**src/pkg/aem_pkg.sv**
```systemverilog
// Purpose: Shared constants and types for the encoder serial master
// Assumes: 200 MHz system clock, 2.5 Mbit/s line rate
// Notes:   Field payloads are 8 bits, sent least significant bit first
package aem_pkg;
   // Line timing
   localparam int CLK_PERIOD_NS = 5;
   localparam int BIT_TIME_NS   = 400;
   localparam int BIT_CYC       = (BIT_TIME_NS + CLK_PERIOD_NS - 1)
                                  / CLK_PERIOD_NS;
   localparam logic [6:0] BIT_LAST  = 7'(BIT_CYC - 1);
   localparam logic [6:0] BIT_HALF  = 7'(BIT_CYC / 2);
   // Field framing: start, 8 payload bits, delimiter
   localparam logic [3:0] FLD_START = 4'h0;
   localparam logic [3:0] FLD_PAY0  = 4'h1;
   localparam logic [3:0] FLD_PAY7  = 4'h8;
   localparam logic [3:0] FLD_DELIM = 4'h9;
   // Transaction identifiers
   localparam logic [3:0] ID_ABS    = 4'h0;
   localparam logic [3:0] ID_MULTI  = 4'h1;
   localparam logic [3:0] ID_IDENT  = 4'h2;
   localparam logic [3:0] ID_ALL    = 4'h3;
   localparam logic [3:0] ID_MEM_WR = 4'h6;
   localparam logic [3:0] ID_RST_A  = 4'h7;
   localparam logic [3:0] ID_RST_M  = 4'h8;
   localparam logic [3:0] ID_RST_E  = 4'hC;
   localparam logic [3:0] ID_MEM_RD = 4'hD;
   // Response lengths in fields, checksum included
   localparam logic [3:0] RSP_LEN_ABS   = 4'h6;
   localparam logic [3:0] RSP_LEN_IDENT = 4'h4;
   localparam logic [3:0] RSP_LEN_ALL   = 4'hB;
   localparam logic [3:0] RSP_LEN_MEM   = 4'h4;
   localparam logic [3:0] RSP_LEN_MAX   = 4'hB;
   // Request lengths in fields
   localparam logic [3:0] REQ_LEN_CTRL = 4'h1;
   localparam logic [3:0] REQ_LEN_RD   = 4'h3;
   localparam logic [3:0] REQ_LEN_WR   = 4'h4;
   // Control field layout
   localparam logic [2:0] CTRL_SYNC = 3'h2;
   // Checksum
   localparam logic [7:0] CRC_POLY = 8'h01;
   localparam logic [7:0] CRC_INIT = 8'h00;

   typedef enum logic [1:0] {
      ST_IDLE, ST_TX, ST_WAIT, ST_RX
   } aem_phase_t;
endpackage

```
**src/aem_master.sv**
```systemverilog
// Purpose: Half-duplex serial master for an absolute position encoder
// Assumes: Line input already synchronous to i_sys_clk
// Notes:   Response payloads are read back through i_rd_idx/o_rd_data
`timescale 1ns/1ps
module aem_master (
   input  wire logic        i_sys_clk,
   input  wire logic        i_rst,
   input  wire logic        i_start,
   input  wire logic [3:0]  i_ident,
   input  wire logic [7:0]  i_mem_addr,
   input  wire logic [7:0]  i_mem_data,
   input  wire logic [15:0] i_timeout_cyc,
   input  wire logic [3:0]  i_rd_idx,
   input  wire logic        i_line_data,
   output logic             o_line_data,
   output logic             o_line_dir_enable,
   output logic             o_generated_shift_clock,
   output logic             o_busy,
   output logic             o_done,
   output logic             o_crc_err,
   output logic             o_echo_err,
   output logic             o_timeout_err,
   output logic [3:0]       o_field_cnt,
   output logic [15:0]      o_prop_delay,
   output logic [7:0]       o_rd_data
);
   // Fold one payload byte into the checksum, least significant bit first
   function automatic logic [7:0] crc_byte(input logic [7:0] crc,
                                           input logic [7:0] data);
      logic [7:0] c;
      logic       fb;
      c = crc;
      for (int i = 0; i < 8; i++) begin
         fb = c[7] ^ data[i];
         c  = {c[6:0], 1'b0} ^ (fb ? aem_pkg::CRC_POLY : 8'h00);
      end
      return c;
   endfunction

   // Build the control field payload for an identifier
   function automatic logic [7:0] ctrl_field(input logic [3:0] id);
      return {^id, id, aem_pkg::CTRL_SYNC};
   endfunction

   // Response length in fields, checksum included
   function automatic logic [3:0] rsp_len(input logic [3:0] id);
      case (id)
         aem_pkg::ID_IDENT:  return aem_pkg::RSP_LEN_IDENT;
         aem_pkg::ID_ALL:    return aem_pkg::RSP_LEN_ALL;
         aem_pkg::ID_MEM_WR,
         aem_pkg::ID_MEM_RD: return aem_pkg::RSP_LEN_MEM;
         default:            return aem_pkg::RSP_LEN_ABS;
      endcase
   endfunction

   // Request length in fields
   function automatic logic [3:0] req_len(input logic [3:0] id);
      case (id)
         aem_pkg::ID_MEM_RD: return aem_pkg::REQ_LEN_RD;
         aem_pkg::ID_MEM_WR: return aem_pkg::REQ_LEN_WR;
         default:            return aem_pkg::REQ_LEN_CTRL;
      endcase
   endfunction

   aem_pkg::aem_phase_t state_r, state_nxt;
   logic [6:0]  cnt_r, cnt_nxt;
   logic [3:0]  bit_r, bit_nxt;
   logic [3:0]  fld_r, fld_nxt;
   logic [3:0]  len_r, len_nxt;
   logic [3:0]  rlen_r, rlen_nxt;
   logic [7:0]  f0_r, f0_nxt;
   logic [7:0]  f1_r, f1_nxt;
   logic [7:0]  f2_r, f2_nxt;
   logic [7:0]  f3_r, f3_nxt;
   logic [7:0]  sh_r, sh_nxt;
   logic [7:0]  crc_r, crc_nxt;
   logic [15:0] tmr_r, tmr_nxt;
   logic [15:0] dly_r, dly_nxt;
   logic [3:0]  nfld_r, nfld_nxt;
   logic        line_r, line_nxt;
   logic        dir_r, dir_nxt;
   logic        busy_r, busy_nxt;
   logic        sclk_r, sclk_nxt;
   logic        done_r, done_nxt;
   logic        crce_r, crce_nxt;
   logic        echo_r, echo_nxt;
   logic        toe_r, toe_nxt;
   logic        we;
   logic [7:0]  txb;
   logic [7:0]  req_crc;

   // Sequencer, serialiser, receiver and checksum
   always_comb begin
      state_nxt = state_r;
      cnt_nxt   = cnt_r;
      bit_nxt   = bit_r;
      fld_nxt   = fld_r;
      len_nxt   = len_r;
      rlen_nxt  = rlen_r;
      f0_nxt    = f0_r;
      f1_nxt    = f1_r;
      f2_nxt    = f2_r;
      f3_nxt    = f3_r;
      sh_nxt    = sh_r;
      crc_nxt   = crc_r;
      tmr_nxt   = tmr_r;
      dly_nxt   = dly_r;
      nfld_nxt  = nfld_r;
      done_nxt  = 1'b0;
      crce_nxt  = crce_r;
      echo_nxt  = echo_r;
      toe_nxt   = 1'b0;
      we        = 1'b0;
      // Request checksum starts from the seed: control, address, then data for a memory write only
      req_crc   = crc_byte(crc_byte(aem_pkg::CRC_INIT, ctrl_field(i_ident)),
                           i_mem_addr);
      if (i_ident == aem_pkg::ID_MEM_WR) begin
         req_crc = crc_byte(req_crc, i_mem_data);
      end
      case (state_r)
         aem_pkg::ST_IDLE: begin
            if (i_start) begin
               state_nxt = aem_pkg::ST_TX;
               f0_nxt    = ctrl_field(i_ident);
               f1_nxt    = i_mem_addr;
               f2_nxt    = (i_ident == aem_pkg::ID_MEM_RD) ? req_crc
                                                           : i_mem_data;
               f3_nxt    = req_crc;
               len_nxt   = req_len(i_ident);
               rlen_nxt  = rsp_len(i_ident);
               cnt_nxt   = 7'h00;
               bit_nxt   = aem_pkg::FLD_START;
               fld_nxt   = 4'h0;
               crce_nxt  = 1'b0;
               echo_nxt  = 1'b0;
               nfld_nxt  = 4'h0;
            end
         end
         aem_pkg::ST_TX: begin
            cnt_nxt = cnt_r + 7'h01;
            if (cnt_r == aem_pkg::BIT_LAST) begin
               cnt_nxt = 7'h00;
               bit_nxt = bit_r + 4'h1;
               if (bit_r == aem_pkg::FLD_DELIM) begin
                  bit_nxt = aem_pkg::FLD_START;
                  fld_nxt = fld_r + 4'h1;
                  if (fld_r == len_r - 4'h1) begin
                     state_nxt = aem_pkg::ST_WAIT;
                     tmr_nxt   = 16'h0000;
                  end
               end
            end
         end
         aem_pkg::ST_WAIT: begin
            tmr_nxt = tmr_r + 16'h0001;
            if (!i_line_data) begin
               // Start edge seen: delay is fixed here, sampling follows it
               state_nxt = aem_pkg::ST_RX;
               dly_nxt   = tmr_r;
               cnt_nxt   = 7'h01;
               bit_nxt   = aem_pkg::FLD_START;
               fld_nxt   = 4'h0;
               crc_nxt   = aem_pkg::CRC_INIT;
            end else if (tmr_r >= i_timeout_cyc) begin
               state_nxt = aem_pkg::ST_IDLE;
               toe_nxt   = 1'b1;
            end
         end
         aem_pkg::ST_RX: begin
            cnt_nxt = cnt_r + 7'h01;
            if (cnt_r == aem_pkg::BIT_LAST) begin
               cnt_nxt = 7'h00;
            end
            // Mid-bit sample, phase anchored to the detected start edge
            if (cnt_r == aem_pkg::BIT_HALF) begin
               bit_nxt = bit_r + 4'h1;
               if (bit_r >= aem_pkg::FLD_PAY0 &&
                   bit_r <= aem_pkg::FLD_PAY7) begin
                  sh_nxt = {i_line_data, sh_r[7:1]};
               end
               if (bit_r == aem_pkg::FLD_DELIM) begin
                  bit_nxt  = aem_pkg::FLD_START;
                  fld_nxt  = fld_r + 4'h1;
                  nfld_nxt = fld_r + 4'h1;
                  we       = 1'b1;
                  if (fld_r == 4'h0 && sh_r != f0_r) begin
                     echo_nxt = 1'b1;
                  end
                  if (fld_r == rlen_r - 4'h1) begin
                     // Last field is the checksum
                     state_nxt = aem_pkg::ST_IDLE;
                     done_nxt  = 1'b1;
                     crce_nxt  = (sh_r != crc_r);
                  end else begin
                     crc_nxt = crc_byte(crc_r, sh_r);
                  end
               end
            end
         end
         default: state_nxt = aem_pkg::ST_IDLE;
      endcase
      // Line drive, direction and gated shift clock
      case (fld_nxt[1:0])
         2'h0:    txb = f0_nxt;
         2'h1:    txb = f1_nxt;
         2'h2:    txb = f2_nxt;
         default: txb = f3_nxt;
      endcase
      dir_nxt  = (state_nxt == aem_pkg::ST_TX);
      busy_nxt = (state_nxt != aem_pkg::ST_IDLE);
      line_nxt = 1'b1;
      if (dir_nxt) begin
         if (bit_nxt == aem_pkg::FLD_START) begin
            line_nxt = 1'b0;
         end else if (bit_nxt <= aem_pkg::FLD_PAY7) begin
            line_nxt = txb[3'(bit_nxt - aem_pkg::FLD_PAY0)];
         end
      end
      sclk_nxt = (state_nxt == aem_pkg::ST_TX ||
                  state_nxt == aem_pkg::ST_RX) &&
                 (cnt_nxt >= aem_pkg::BIT_HALF);
   end

   // State registers
   always_ff @(posedge i_sys_clk or posedge i_rst) begin
      if (i_rst) begin
         state_r <= aem_pkg::ST_IDLE;
         cnt_r   <= 7'h00;
         bit_r   <= 4'h0;
         fld_r   <= 4'h0;
         len_r   <= aem_pkg::REQ_LEN_CTRL;
         rlen_r  <= aem_pkg::RSP_LEN_ABS;
         f0_r    <= 8'h00;
         f1_r    <= 8'h00;
         f2_r    <= 8'h00;
         f3_r    <= 8'h00;
         sh_r    <= 8'h00;
         crc_r   <= aem_pkg::CRC_INIT;
         tmr_r   <= 16'h0000;
         dly_r   <= 16'h0000;
         nfld_r  <= 4'h0;
         line_r  <= 1'b1;
         dir_r   <= 1'b0;
         busy_r  <= 1'b0;
         sclk_r  <= 1'b0;
         done_r  <= 1'b0;
         crce_r  <= 1'b0;
         echo_r  <= 1'b0;
         toe_r   <= 1'b0;
      end else begin
         state_r <= state_nxt;
         cnt_r   <= cnt_nxt;
         bit_r   <= bit_nxt;
         fld_r   <= fld_nxt;
         len_r   <= len_nxt;
         rlen_r  <= rlen_nxt;
         f0_r    <= f0_nxt;
         f1_r    <= f1_nxt;
         f2_r    <= f2_nxt;
         f3_r    <= f3_nxt;
         sh_r    <= sh_nxt;
         crc_r   <= crc_nxt;
         tmr_r   <= tmr_nxt;
         dly_r   <= dly_nxt;
         nfld_r  <= nfld_nxt;
         line_r  <= line_nxt;
         dir_r   <= dir_nxt;
         busy_r  <= busy_nxt;
         sclk_r  <= sclk_nxt;
         done_r  <= done_nxt;
         crce_r  <= crce_nxt;
         echo_r  <= echo_nxt;
         toe_r   <= toe_nxt;
      end
   end

   // Received payloads, one word per field
   aem_field_mem u_mem (
      .i_sys_clk (i_sys_clk),
      .i_we      (we),
      .i_waddr   (fld_r),
      .i_wdata   (sh_r),
      .i_raddr   (i_rd_idx),
      .o_rdata   (o_rd_data)
   );

   assign o_line_data             = line_r;
   assign o_line_dir_enable       = dir_r;
   assign o_generated_shift_clock = sclk_r;
   assign o_busy                  = busy_r;
   assign o_done                  = done_r;
   assign o_crc_err               = crce_r;
   assign o_echo_err              = echo_r;
   assign o_timeout_err           = toe_r;
   assign o_field_cnt             = nfld_r;
   assign o_prop_delay            = dly_r;
endmodule

```
**src/aem_field_mem.sv**
```systemverilog
// Purpose: Holds received response field payloads for the host to read
// Assumes: One write and one read per clock
// Notes:   Read data comes out of a register one clock after the address
`timescale 1ns/1ps
module aem_field_mem (
   input  wire logic       i_sys_clk,
   input  wire logic       i_we,
   input  wire logic [3:0] i_waddr,
   input  wire logic [7:0] i_wdata,
   input  wire logic [3:0] i_raddr,
   output logic      [7:0] o_rdata
);
   logic [7:0] mem [16];

   // Storage and registered read port
   always_ff @(posedge i_sys_clk) begin
      if (i_we) begin
         mem[i_waddr] <= i_wdata;
      end
      o_rdata <= mem[i_raddr];
   end
endmodule

```
**config.mk**
```make
export PLATFORM = sky130hd
export DESIGN_NAME = aem_master
export DESIGN_NICKNAME = d
export VERILOG_FILES = /design/src/pkg/aem_pkg.sv /design/src/aem_master.sv /design/src/aem_field_mem.sv
export SDC_FILE = /design/constraint.sdc
export NUM_CORES = 1
export LEC_CHECK = 0
export BUFFER_PORTS_ARGS = -buffer_cell sky130_fd_sc_hd__buf_4
export CORE_AREA = 2 2 136 138
export DETAILED_ROUTE_END_ITERATION = 6
export DIE_AREA = 0 0 138 140
export GPL_ROUTABILITY_DRIVEN = 0
export GPL_TIMING_DRIVEN = 1
export PLACE_DENSITY = 0.82
export RECOVER_POWER = 50
export SETUP_SLACK_MARGIN = 0.15
export SLEW_MARGIN = 20
export SYNTH_ARGS = -nofsm -noshare
export SYNTH_HDL_FRONTEND = slang
export SYNTH_HIERARCHICAL = 1
export SYNTH_SLANG_ARGS = --single-unit
```
**constraint.sdc**
```tcl
create_clock -name i_sys_clk -period 5.8 [get_ports i_sys_clk]
set_input_delay 1.16 -clock i_sys_clk [delete_from_list [all_inputs] [get_ports i_sys_clk]]
set_output_delay 1.16 -clock i_sys_clk [all_outputs]
set_load 0.03 [all_outputs]
```
==> results of run 1 <==
-- synthesized netlist by cell type, drive strengths merged, types with 6 or more instances --
cell type    n  share of area
and3         6         0.0033
edfxtp     128           0.33
a22oi       16          0.010
inv         41          0.013
and2         9         0.0049
nand2       99          0.032
mux2        30          0.029
nand3       26          0.011
a21o         8         0.0052
dfrtp      111           0.24
o211ai       8         0.0057
clkbuf      21         0.0069
buf         13         0.0098
xor2        37          0.028
nand4        8         0.0044
mux2i       11         0.0096
mux4        35          0.073
o21a         8         0.0052
o21ai       48          0.022
ha          30          0.033
a21oi       17         0.0074
dfxtp        8          0.014
nor3        11         0.0048
xnor2       28          0.021
nor2b        8         0.0044
nor2        63          0.021
-- final timing paths --
path,start,end,slack (ns),cells after the start
worst max-delay path,state_r[0]$_DFF_PP0_,o_line_data$_DFF_PP1_,1.53,9
min in group asynchronous,i_rst,o_prop_delay[7]$_DFFE_PP0P_,1.58,2
worst max register to register,state_r[0]$_DFF_PP0_,o_line_data$_DFF_PP1_,1.53,9
worst min register to register,f1_r[7]$_DFF_PP0_,f1_r[7]$_DFF_PP0_,0.48,2
worst min-delay path,f1_r[7]$_DFF_PP0_,f1_r[7]$_DFF_PP0_,0.48,2
max in group asynchronous,i_rst,cnt_r[5]$_DFF_PP0_,2.15,3
-- metal layers --
layer	vias to the layer above	track usage	share of wire
met5	-	0	0
met4	0	0.0644	0.023
met3	44	0.0328	0.050
met2	239	0.431	0.50
met1	3645	0.351	0.42
li1	3350	-	-
-- worst reg2reg max path: stages, from the launching register on --
cell,delay (ns)
dfrtp_1,0.66
and2_0,0.38
nand4_1,0.37
nor4b_1,0.46
a221o_1,0.87
mux2_2,0.43
mux4_2,0.45
a221oi_1,0.34
a31o_1,0.15
o21ai_1,0.07
-- flip-flops by register name, indices dropped and copies added (netlist names), 7 cells and up --
name           cells
sh_r               8
f3_r               8
f1_r               8
tmr_r             16
f0_r               8
cnt_r              7
o_prop_delay      16
f2_r               8
u_mem/o_rdata      8
crc_r              8
u_mem/mem        128
-- cell type report --
| type | instances | area (sq um) |
|---|---|---|
| sequential | 251 | 6890 |
| inverter | 41 | 155 |
| tap | 229 | 287 |
| multi-input combinational | 552 | 4240 |
| timing repair buffer | 86 | 617 |
| clock inverter | 10 | 66.3 |
| clock buffer | 36 | 749 |
| fill | 1148 | 4780 |
-- where the power goes --
part	internal, mW	leakage, nW	switching (mW)
combinational	0.393	2.28	0.528
clock	0.903	0.388	0.668
sequential	2.07	2.74	0.175
-- metrics by stage --
stage                     cell area, sq um  power [mW]
after global placement               12200        3.15
after detailed placement             12200        3.18
after floorplan                      11500        2.90
after CTS                            13000        4.76
final                                13000        4.73
after global routing                 13000        4.95
-- kinds of logic (layout without fill, tap and decap cells) --
kind of cell,Yosys count,count (layout)
XOR/XNOR,66,66
buffers and inverters,78,173
multiplexers,76,76
AND/OR/NAND/NOR,254,254
AO/OA/AOI/OAI,126,126
adder cells (fa/ha/maj),30,30
flip-flops,251,251
==> metrics.txt, run 1 <==
post-synth cell types 67; synth warn 6; DIE HEIGHT 140 um; wire per inst 19.8 um; commonest non-fill, non-tap cell in the layout edfxtp_1; syn_area_per_cell 13.1 sq um; slowest stage delay, CP 0.87 ns; clk buf depth 3; CTS tree done; PwrDens 364 mW/mm^2; Fin Clk Skew 0.00666 ns; port bufs 79; Rel. slew slack -1.17; DP Cell Count 1,159; H-tree depth 1; final max-slew violation count 75; static leakage 5.40 nW; Die X 138 um; post-synthesis sequential area ratio 0.599; first-pass GRT wire length 38.9 mm; clk slew on worst S/H paths 0.06 ns; Max Clock Freq 0.234 GHz; n_diodes 0; critical path required time 6.22 ns; nature of the critical path endpoint flip-flop; VDD IR max 0.000304 V; cts repair resizes 0; worst hold slack 0.480 ns; critical-path cell list and2_0 -> nand4_1 -> nor4b_1 -> a221o_1 -> mux2_2 -> mux4_2 -> a221oi_1 -> a31o_1 -> o21ai_1; crit-path max FO 25; Post-Synth Simple-Gate Area 0.102; largest net degree at the start of global routing 75; Synth Flop Type edfxtp_1; Seq cells post-synth 251; failing checks max-capacitance violations, max-slew violations; Routed WL 23.9 mm; hold buffers post-CTS 0; worst hold-check path type flip-flop to flip-flop; DRC violations left 0; layout cell share with drive strength beyond 1 0.185; final hold viol count 0; Synth async-reset ratio 0.458; minimum clock period 4.27 ns; xor and xnor area share after synthesis 0.0515; Fin Setup TNS 0 ns; DR iter-0 viols 472; Routed Antenna Nets 0; mapped cell area 0.0115 sq mm; nature of the critical path startpoint flip-flop; worst slack, placed 1.64 ns; Final #Nets 1,031; max-cap violations 1; vias in the first global route 7,351; Post-synth EDFFs 128; clock root cell clkbuf_16; Finished Layout Cells 1,205; gr usage total 0.253; Final period util 0.737; routed vias 7,278; crit path DAT 4.70 ns; Setup-failing EPs final 0; Adder-Cell Fraction of Synth Area 0.0326; Slew @ Worst Pin 3.24 ns; worst path bufs/invs 0; largest delay contributor family on the critical path compound AO/OA/AOI/OAI gates; largest family of logic cells by synthesized area multiplexers; crit path max-delay cell type a221o_1; WS Path Type flip-flop to flip-flop; mux share of post-synthesis cell area 0.112; I/O pin count 80; Synth-to-Final Area Change 13.1%; synthesized instance count 881; Initial Utilization 0.647; total CTS buffers 25; most frequent cells in the layout 128 x edfxtp_1, 111 x dfrtp_1, 99 x nand2_1, 77 x buf_4, 63 x nor2_1; row cnt 49; CTS sink cnt 251; GRT overflow 0; Net Count, Synth 955; total core area 0.0178 sq mm; complex-gate fraction of the synthesized area 0.0701; post-CTS setup buffer count 0; RSZ-0062 raised after global routing false; status complete, but fails checks; HPWL after DPL 15.4 mm; die area 0.0193 sq mm; Clk Latency, worst-skew pair 0.52 ns; Via density 6.04; antenna violations before repair 0; DRT Pass-1 Iters 5; Final Util 0.731; Final WS setup 1.53 ns
No activity file was read; power rests on OpenSTA's default activity.
==> run 2, diff against run 1 <==
--- a/config.mk
+++ b/config.mk
@@ -5,13 +5,14 @@
 export SDC_FILE = /design/constraint.sdc
 export NUM_CORES = 1
 export LEC_CHECK = 0
+export ABC_AREA = 1
 export BUFFER_PORTS_ARGS = -buffer_cell sky130_fd_sc_hd__buf_4
-export CORE_AREA = 2 2 136 138
+export CORE_AREA = 2 2 147 149
 export DETAILED_ROUTE_END_ITERATION = 6
-export DIE_AREA = 0 0 138 140
+export DIE_AREA = 0 0 149 151
 export GPL_ROUTABILITY_DRIVEN = 0
 export GPL_TIMING_DRIVEN = 1
-export PLACE_DENSITY = 0.82
+export PLACE_DENSITY = 0.78
 export RECOVER_POWER = 50
 export SETUP_SLACK_MARGIN = 0.15
 export SLEW_MARGIN = 20
==> constraint.sdc (replaced) <==
create_clock -name i_sys_clk -period 4.1 [get_ports i_sys_clk]
set_input_delay 0.82 -clock i_sys_clk [delete_from_list [all_inputs] [get_ports i_sys_clk]]
set_output_delay 0.82 -clock i_sys_clk [all_outputs]
set_load 0.03 [all_outputs]
==> run 2 against run 1 <==
  * The run still ends with max-capacitance violations, max-slew violations left
  * Area after synthesis rose by 9.9%
  * Critical endpoint unchanged
  * Via count increased by 35%
  * Clock skew up 0.015 ns
  * First-iteration DRC count increased by 65%
  * Largest cell class unchanged
  * Synthesized cell count up 62%
  * Final area up 8.7%
  * Total power is 58% higher
  * Sequential power is 44% higher
==> metrics.txt, run 2 <==
Setup-failing EPs final 0 (unchanged); cells on worst reg2reg path 15 (+6); final max-slew violation count 73 (-2.7%); die area 0.0225 sq mm (+16%); Max Clock Freq 0.319 GHz (+37%); clock root cell clkbuf_16; first-pass GRT wire length 46.1 mm (+18%); hold buffers post-CTS 0 (unchanged); CTS tree done; Clock power frac 0.305 (-0.027); net switching fraction of the power 0.333 (+0.0431); worst hold-check path type flip-flop to flip-flop; RSZ-0062 raised after global routing false; port bufs 79 (unchanged); clk buf depth 3 (unchanged); largest net degree at the start of global routing 73 (-2.7%); Post-synth EDFFs 128 (unchanged); PwrDens 530 mW/mm^2 (+46%); Initial Utilization 0.607 (-0.0398); HPWL after DPL 19.4 mm (+26%); max-cap violations 1 (unchanged); total core area 0.0208 sq mm (+17%); worst r2r src state_r[0]$_DFF_PP0_; failing checks max-capacitance violations, max-slew violations; number of flip-flops under the largest register name 128 (unchanged); Worst R2R Setup Slack 0.97 ns (-0.56 ns); Fin Setup TNS 0 ns (unchanged); reg2reg end o_line_data$_DFF_PP1_; routed vias 9,807 (+35%); DIE HEIGHT 151 um (+7.9%); WS Path Type flip-flop to flip-flop; combinational group share of total power 0.264 (+0.070); Synth async-reset ratio 0.458 (unchanged); most frequent cells in the layout 370 x nand2_1, 213 x inv_1, 162 x nand3_1, 128 x edfxtp_1, 111 x dfrtp_1; DRT Pass-1 Iters 5 (unchanged); crit-path max FO 8 (-68%); row cnt 53 (+8.2%); commonest non-fill, non-tap cell in the layout nand2_1; crit path DAT 3.60 ns (-1.10 ns); post-synth cell types 55 (-18%); Net Count, Synth 1,503 (+57%); CTS sink cnt 251 (unchanged); Filler cells 1,637 (+43%); Clk Latency, worst-skew pair 0.55 ns (+0.03 ns); n_diodes 0 (unchanged); synth warn 6 (unchanged); Seq cells post-synth 251 (unchanged); layout cell share with drive strength beyond 1 0.115 (-0.0704); hold_sp f2_r[0]$_DFF_PP0_; Final Util 0.679 (-0.0527); antenna violations before repair 0 (unchanged); gr usage total 0.259 (+0.00671); nature of the critical path startpoint flip-flop; Fin Clk Skew 0.0221 ns (+0.0155 ns); Reg with most FFs u_mem/mem; Synth-to-Final Area Change 11.8%; GRT overflow 0 (unchanged); final total power 7.49 mW (+58%); Commonest cells post-synth 370 x nand2_1, 212 x inv_1, 162 x nand3_1; P_int 5.00 mW (+49%); static leakage 6.63 nW (+23%); P_sw 2.49 mW (+82%); synthesized instance count 1,429 (+62%); Final #Nets 1,568 (+52%); dominant cell type by area after synthesis edfxtp_1; mapped cell area 0.0126 sq mm (+9.9%); top cell type's share of synthesized area 0.304 (-0.0301); I/O pin count 80 (unchanged); DR iter-0 viols 780 (+65%); critical path required time 4.57 ns (-1.65 ns); Slew @ Worst Pin 2.76 ns (-0.485 ns); Hold Path Sink f2_r[0]$_DFF_PP0_; nature of the critical path endpoint flip-flop; Via density 5.48 (-9.2%); status complete, but fails checks; post-synthesis sequential area ratio 0.545 (-0.0540); post-CTS setup buffer count 0 (unchanged); total CTS buffers 26 (+4.0%); DRC violations left 0 (unchanged); vias in the first global route 9,108 (+24%); VDD IR max 0.000457 V (+50%); most area-consuming cells after synthesis edfxtp_1 30%, dfrtp_1 22%, nand2_1 11%; wire per inst 16.2 um (-18%); Rel. slew slack -0.840 (+0.333); Routed Antenna Nets 0 (unchanged); Routed WL 29.0 mm (+21%); clk slew on worst S/H paths 0.06 ns (about the same); Die X 149 um (+8.0%); cts repair resizes 0 (unchanged); Synth Flop Type edfxtp_1; syn_area_per_cell 8.84 sq um (-32%); H-tree depth 1 (unchanged); Flop pwr share 0.431 (-0.043); Hold Path Depth 2 (unchanged); final hold viol count 0 (unchanged); most common cell in the synthesized netlist nand2_1; minimum clock period 3.13 ns (-1.14 ns); Final period util 0.764 (+0.0266)
run 2: cell count changes after synthesis, sizes merged, moves of 13 or more:
cell / before / now
xor2: 37 / 13
a21oi: 17 / 33
o21ai: 48 / 77
mux4: 35 / 0
mux2: 30 / 0
nor2: 63 / 95
inv: 41 / 227
clkbuf: 21 / 8
a22oi: 16 / 3
nand3: 26 / 168
nand2: 99 / 379
buf: 13 / 40
run 2: how the worst max path moves through the flow:
stage / cells past startpoint / from / slack, ns / endpoint
floorplan: 1 / i_rst / 0.24 / bit_r[0]$_DFF_PP0_
global placement: 20 / i_ident[3] / 1.28 / o_line_data$_DFF_PP1_
detailed placement: 20 / i_ident[3] / 1.20 / o_line_data$_DFF_PP1_
CTS: 9 / cnt_r[0]$_DFF_PP0_ / 1.43 / u_mem/mem[14][0]$_DFFE_PP_
global route: 2 / i_rst / 0.68 / f1_r[1]$_DFF_PP0_
finish: 15 / state_r[0]$_DFF_PP0_ / 0.97 / o_line_data$_DFF_PP1_
run 2: critical path, cell delays in order, from the launching register on:
cell     delay [ns]
dfrtp_1        0.49
nor2_1         0.36
inv_1          0.19
nor2_1         0.56
inv_1          0.18
nand2_2        0.16
inv_1          0.06
o22ai_1        0.18
inv_1          0.08
ha_1           0.34
inv_1          0.09
nand3_1        0.08
nand3_1        0.08
nand3_1        0.07
nand2_1        0.07
nand2_1        0.05
run 2: cell families after synthesis:
family / Yosys count / synth area share
AO/OA/AOI/OAI: 147 / 0.0668
XOR/XNOR: 36 / 0.0250
adder cells (fa/ha/maj): 30 / 0.0297
buffers and inverters: 278 / 0.0924
flip-flops: 251 / 0.545
AND/OR/NAND/NOR: 687 / 0.241
run 2: power groups by stage:
stage / registers [mW] / logic (mW) / clock network, mW
detailed placement: 3.27 / 1.95 / 0
global placement: 3.26 / 1.91 / 0
floorplan: 3.38 / 1.29 / 0
CTS: 3.23 / 1.97 / 2.31
finish: 3.23 / 1.98 / 2.28
global route: 3.26 / 2.19 / 2.40
run 2: per-layer routing:
| metal | GRT usage | part of all wire | up-vias | wire, um |
|---|---|---|---|---|
| li1 | - | - | 4759 | - |
| met1 | 0.347 | 0.42 | 4633 | 12300 |
| met2 | 0.440 | 0.49 | 344 | 14100 |
| met3 | 0.0319 | 0.057 | 71 | 1650 |
| met4 | 0.0948 | 0.033 | 0 | 970 |
| met5 | 0 | 0 | - | 0 |
run 2: layout make-up:
type / instances / area, sq um / area share
Sequential cell: 251 / 6890 / 0.487
Multi-Input combinational cell: 900 / 4570 / 0.324
Inverter: 230 / 865 / 0.0612
Clock buffer: 41 / 758 / 0.0537
Timing Repair Buffer: 85 / 634 / 0.0449
Tap cell: 275 / 344 / 0.0244
Clock inverter: 6 / 70.1 / 0.00496
run 2: metrics by stage:
stage / cells / instance area [sq um] / setup WS [ns] / hold WS, ns
after floorplan: 1429 / 12600 / 0.243 / 0.440
after global placement: 1741 / 13300 / 1.28 / 0.457
after detailed placement: 1741 / 13300 / 1.20 / 0.459
after CTS: 1788 / 14100 / 1.43 / 0.474
after global routing: 1788 / 14100 / 0.676 / 0.505
final: 1788 / 14100 / 0.969 / 0.473
==> run 3, diff against run 2 <==
--- a/config.mk
+++ b/config.mk
@@ -5,14 +5,14 @@
 export SDC_FILE = /design/constraint.sdc
 export NUM_CORES = 1
 export LEC_CHECK = 0
-export ABC_AREA = 1
+export ABC_AREA = 0
 export BUFFER_PORTS_ARGS = -buffer_cell sky130_fd_sc_hd__buf_4
-export CORE_AREA = 2 2 147 149
+export CORE_AREA = 2 2 148 150
 export DETAILED_ROUTE_END_ITERATION = 6
-export DIE_AREA = 0 0 149 151
+export DIE_AREA = 0 0 150 152
 export GPL_ROUTABILITY_DRIVEN = 0
 export GPL_TIMING_DRIVEN = 1
-export PLACE_DENSITY = 0.78
+export PLACE_DENSITY = 0.74
 export RECOVER_POWER = 50
 export SETUP_SLACK_MARGIN = 0.15
 export SLEW_MARGIN = 20
==> constraint.sdc (replaced) <==
create_clock -name i_sys_clk -period 2.7 [get_ports i_sys_clk]
set_input_delay 0.54 -clock i_sys_clk [delete_from_list [all_inputs] [get_ports i_sys_clk]]
set_output_delay 0.54 -clock i_sys_clk [all_outputs]
set_load 0.03 [all_outputs]
==> run 3 against run 2 <==
  * The flow finishes with violations (max-capacitance violations, max-slew violations, negative setup slack)
  * Clock-buffer cell count down 10
  * Worst setup slack worse by 1.5 ns
  * Non-clock buffer count increased by 112
  * Worst hold slack worse by 0.22 ns
  * Sequential cell count is the same
  * Total power up 47%
  * Fmax is 2.1% lower
  * Final cell count fell by 23%
  * Utilization fell by 2.1 points
  * Critical endpoint unchanged
  * Largest cell class unchanged
==> metrics.txt, run 3 (synthesized netlist as in run 1, its figures left out) <==
status complete, but fails checks; failing checks max-capacitance violations, max-slew violations, negative setup slack; net switching fraction of the power 0.280 (-0.0527); row cnt 54 (+1.9%); static leakage 5.98 nW (-9.8%); CTS sink cnt 251 (unchanged); HPWL after DPL 17.3 mm (-11%); port bufs 79 (unchanged); Clk Latency, worst-skew pair 0.53 ns (-0.02 ns); Flop pwr share 0.427 (-0.004); antenna violations before repair 0 (unchanged); RSZ-0062 raised after global routing true; number of flip-flops under the largest register name 128 (unchanged); Die X 150 um (+0.67%); die area 0.0228 sq mm (+1.3%); I/O pin count 80 (unchanged); Max Clock Freq 0.313 GHz (-2.1%); Slew @ Worst Pin 2.11 ns (-0.649 ns); CTS tree done; gr usage total 0.223 (-0.0365); PwrDens 784 mW/mm^2 (+48%); Initial Utilization 0.539 (-0.0683); P_int 7.93 mW (+59%); VDD IR max 0.000656 V (+43%); largest net degree at the start of global routing 86 (+18%); nature of the critical path startpoint flip-flop; final hold viol count 0 (unchanged); DIE HEIGHT 152 um (+0.66%); wire per inst 18.3 um (+13%); minimum clock period 3.20 ns (+0.0680 ns); worst hold slack 0.254 ns (-0.220 ns); crit path DAT 3.65 ns (+0.05 ns); clk buf depth 3 (unchanged); Final #Nets 1,143 (-27%); P_sw 3.08 mW (+24%); clock root cell clkbuf_16; total CTS buffers 26 (unchanged); Synth-to-Final Area Change 22.1%; final max-slew violation count 117 (+60%); WS Path Type flip-flop to flip-flop; max-cap violations 2 (+1); DR iter-0 viols 411 (-47%); DRT Pass-1 Iters 5 (unchanged); Final Util 0.658 (-0.0209); vias in the first global route 7,592 (-17%); Fin Setup TNS -0.499 ns (-0.499 ns); total core area 0.0214 sq mm (+2.5%); Routed WL 25.1 mm (-13%); commonest non-fill, non-tap cell in the layout buf_4; most frequent cells in the layout 169 x buf_4, 128 x edfxtp_1, 110 x dfrtp_1, 98 x nand2_1, 60 x nor2_1; H-tree depth 1 (unchanged); critical path required time 3.15 ns (-1.42 ns); clk slew on worst S/H paths 0.06 ns (about the same); n_diodes 0 (unchanged); worst hold-check path type primary input to flip-flop; layout cell share with drive strength beyond 1 0.268 (+0.153); combinational group share of total power 0.233 (-0.031); Clock power frac 0.340 (+0.035); Routed Antenna Nets 0 (unchanged); Via density 5.55 (+1.1%); hold buffers post-CTS 0 (unchanged); worst slack, placed -0.624 ns (-1.82 ns); DRC violations left 0 (unchanged); crit-path max FO 13 (+5); GRT overflow 0 (unchanged); Filler cells 1,582 (-3.4%); nature of the critical path endpoint flip-flop; Reg with most FFs u_mem/mem; final total power 11.0 mW (+47%); Final WS setup -0.499 ns (-1.47 ns); Worst R2R Setup Slack -0.50 ns (-1.47 ns); Setup-failing EPs final 1 (+1); routed vias 7,594 (-23%); Rel. slew slack -0.406 (+0.435); Final period util 1.18 (+0.421); Fin Clk Skew 0.0168 ns (-0.00532 ns); first-pass GRT wire length 40.0 mm (-13%)
[run 3: cell count changes in the layout (fill, tap and decap cells not counted), sizes merged, moves of 29 or more]
cell,previous run,this run
nand2,379,99
buf,83,175
o21ai,77,48
nand3,168,26
inv,226,40
mux4,0,35
nor2,95,63
mux2,0,30
[run 3: final cells by class]
cell class	instances	area [sq um]	area share
Sequential cell	251	6890	0.491
Tap cell	280	350	0.0250
Multi-Input combinational cell	552	4280	0.305
Clock inverter	17	228	0.0162
Timing Repair Buffer	197	1460	0.104
Inverter	41	155	0.0110
Clock buffer	31	679	0.0484
[run 3: metrics by stage]
| step | instances | instance area (sq um) |
|---|---|---|
| after floorplan | 881 | 11500 |
| after global placement | 1315 | 13200 |
| after detailed placement | 1315 | 13200 |
| after CTS | 1365 | 14100 |
| after global routing | 1369 | 14000 |
| final | 1369 | 14000 |
[run 3: repair_timing]
| action | in CTS | in global routing |
|---|---|---|
| pin swaps | 2 | 5 |
| endpoints found under the setup margin | 3 | 29 |
| setup buffers | 2 | 4 |
| gates resized for setup | 0 | 13 |
[run 3: critical path: stages (launching register included)]
cell and delay [ns]:
dfrtp_1 0.41, inv_1 0.09, ha_1 0.14, and4bb_2 0.24
nand4_1 0.12, nor4b_1 0.17, buf_4 0.14, a221o_1 0.35
buf_12 0.16, buf_4 0.15, mux2i_1 0.12, o21a_1 0.20
mux4_2 0.47, a31o_1 0.23, o21ai_1 0.13
[run 3: worst paths after layout]
kind | start | cells after the start | end
max | cnt_r[0]$_DFF_PP0_ | 14 | o_line_data$_DFF_PP1_
min in group asynchronous | i_rst | 3 | o_prop_delay[3]$_DFFE_PP0P_
min reg2reg | rlen_r[2]$_DFFE_PP1P_ | 2 | rlen_r[2]$_DFFE_PP1P_
min | i_mem_addr[2] | 3 | f1_r[2]$_DFF_PP0_
max reg2reg | cnt_r[0]$_DFF_PP0_ | 14 | o_line_data$_DFF_PP1_
max in group asynchronous | i_rst | 3 | bit_r[0]$_DFF_PP0_
[run 3: routing by layer]
metal	up-vias	global-route usage	wire length [um]
met2	167	0.377	12800
met3	45	0.0291	1020
met1	3803	0.308	10700
met5	-	0	0
li1	3579	-	-
met4	0	0.0544	569
[run 3: power by group through the flow]
stage	clock network, mW	registers, mW	logic, mW
global route	3.96	4.74	2.81
global placement	0	4.75	2.45
CTS	3.82	4.70	2.55
floorplan	0	4.88	1.36
finish	3.74	4.70	2.56
detailed placement	0	4.77	2.50
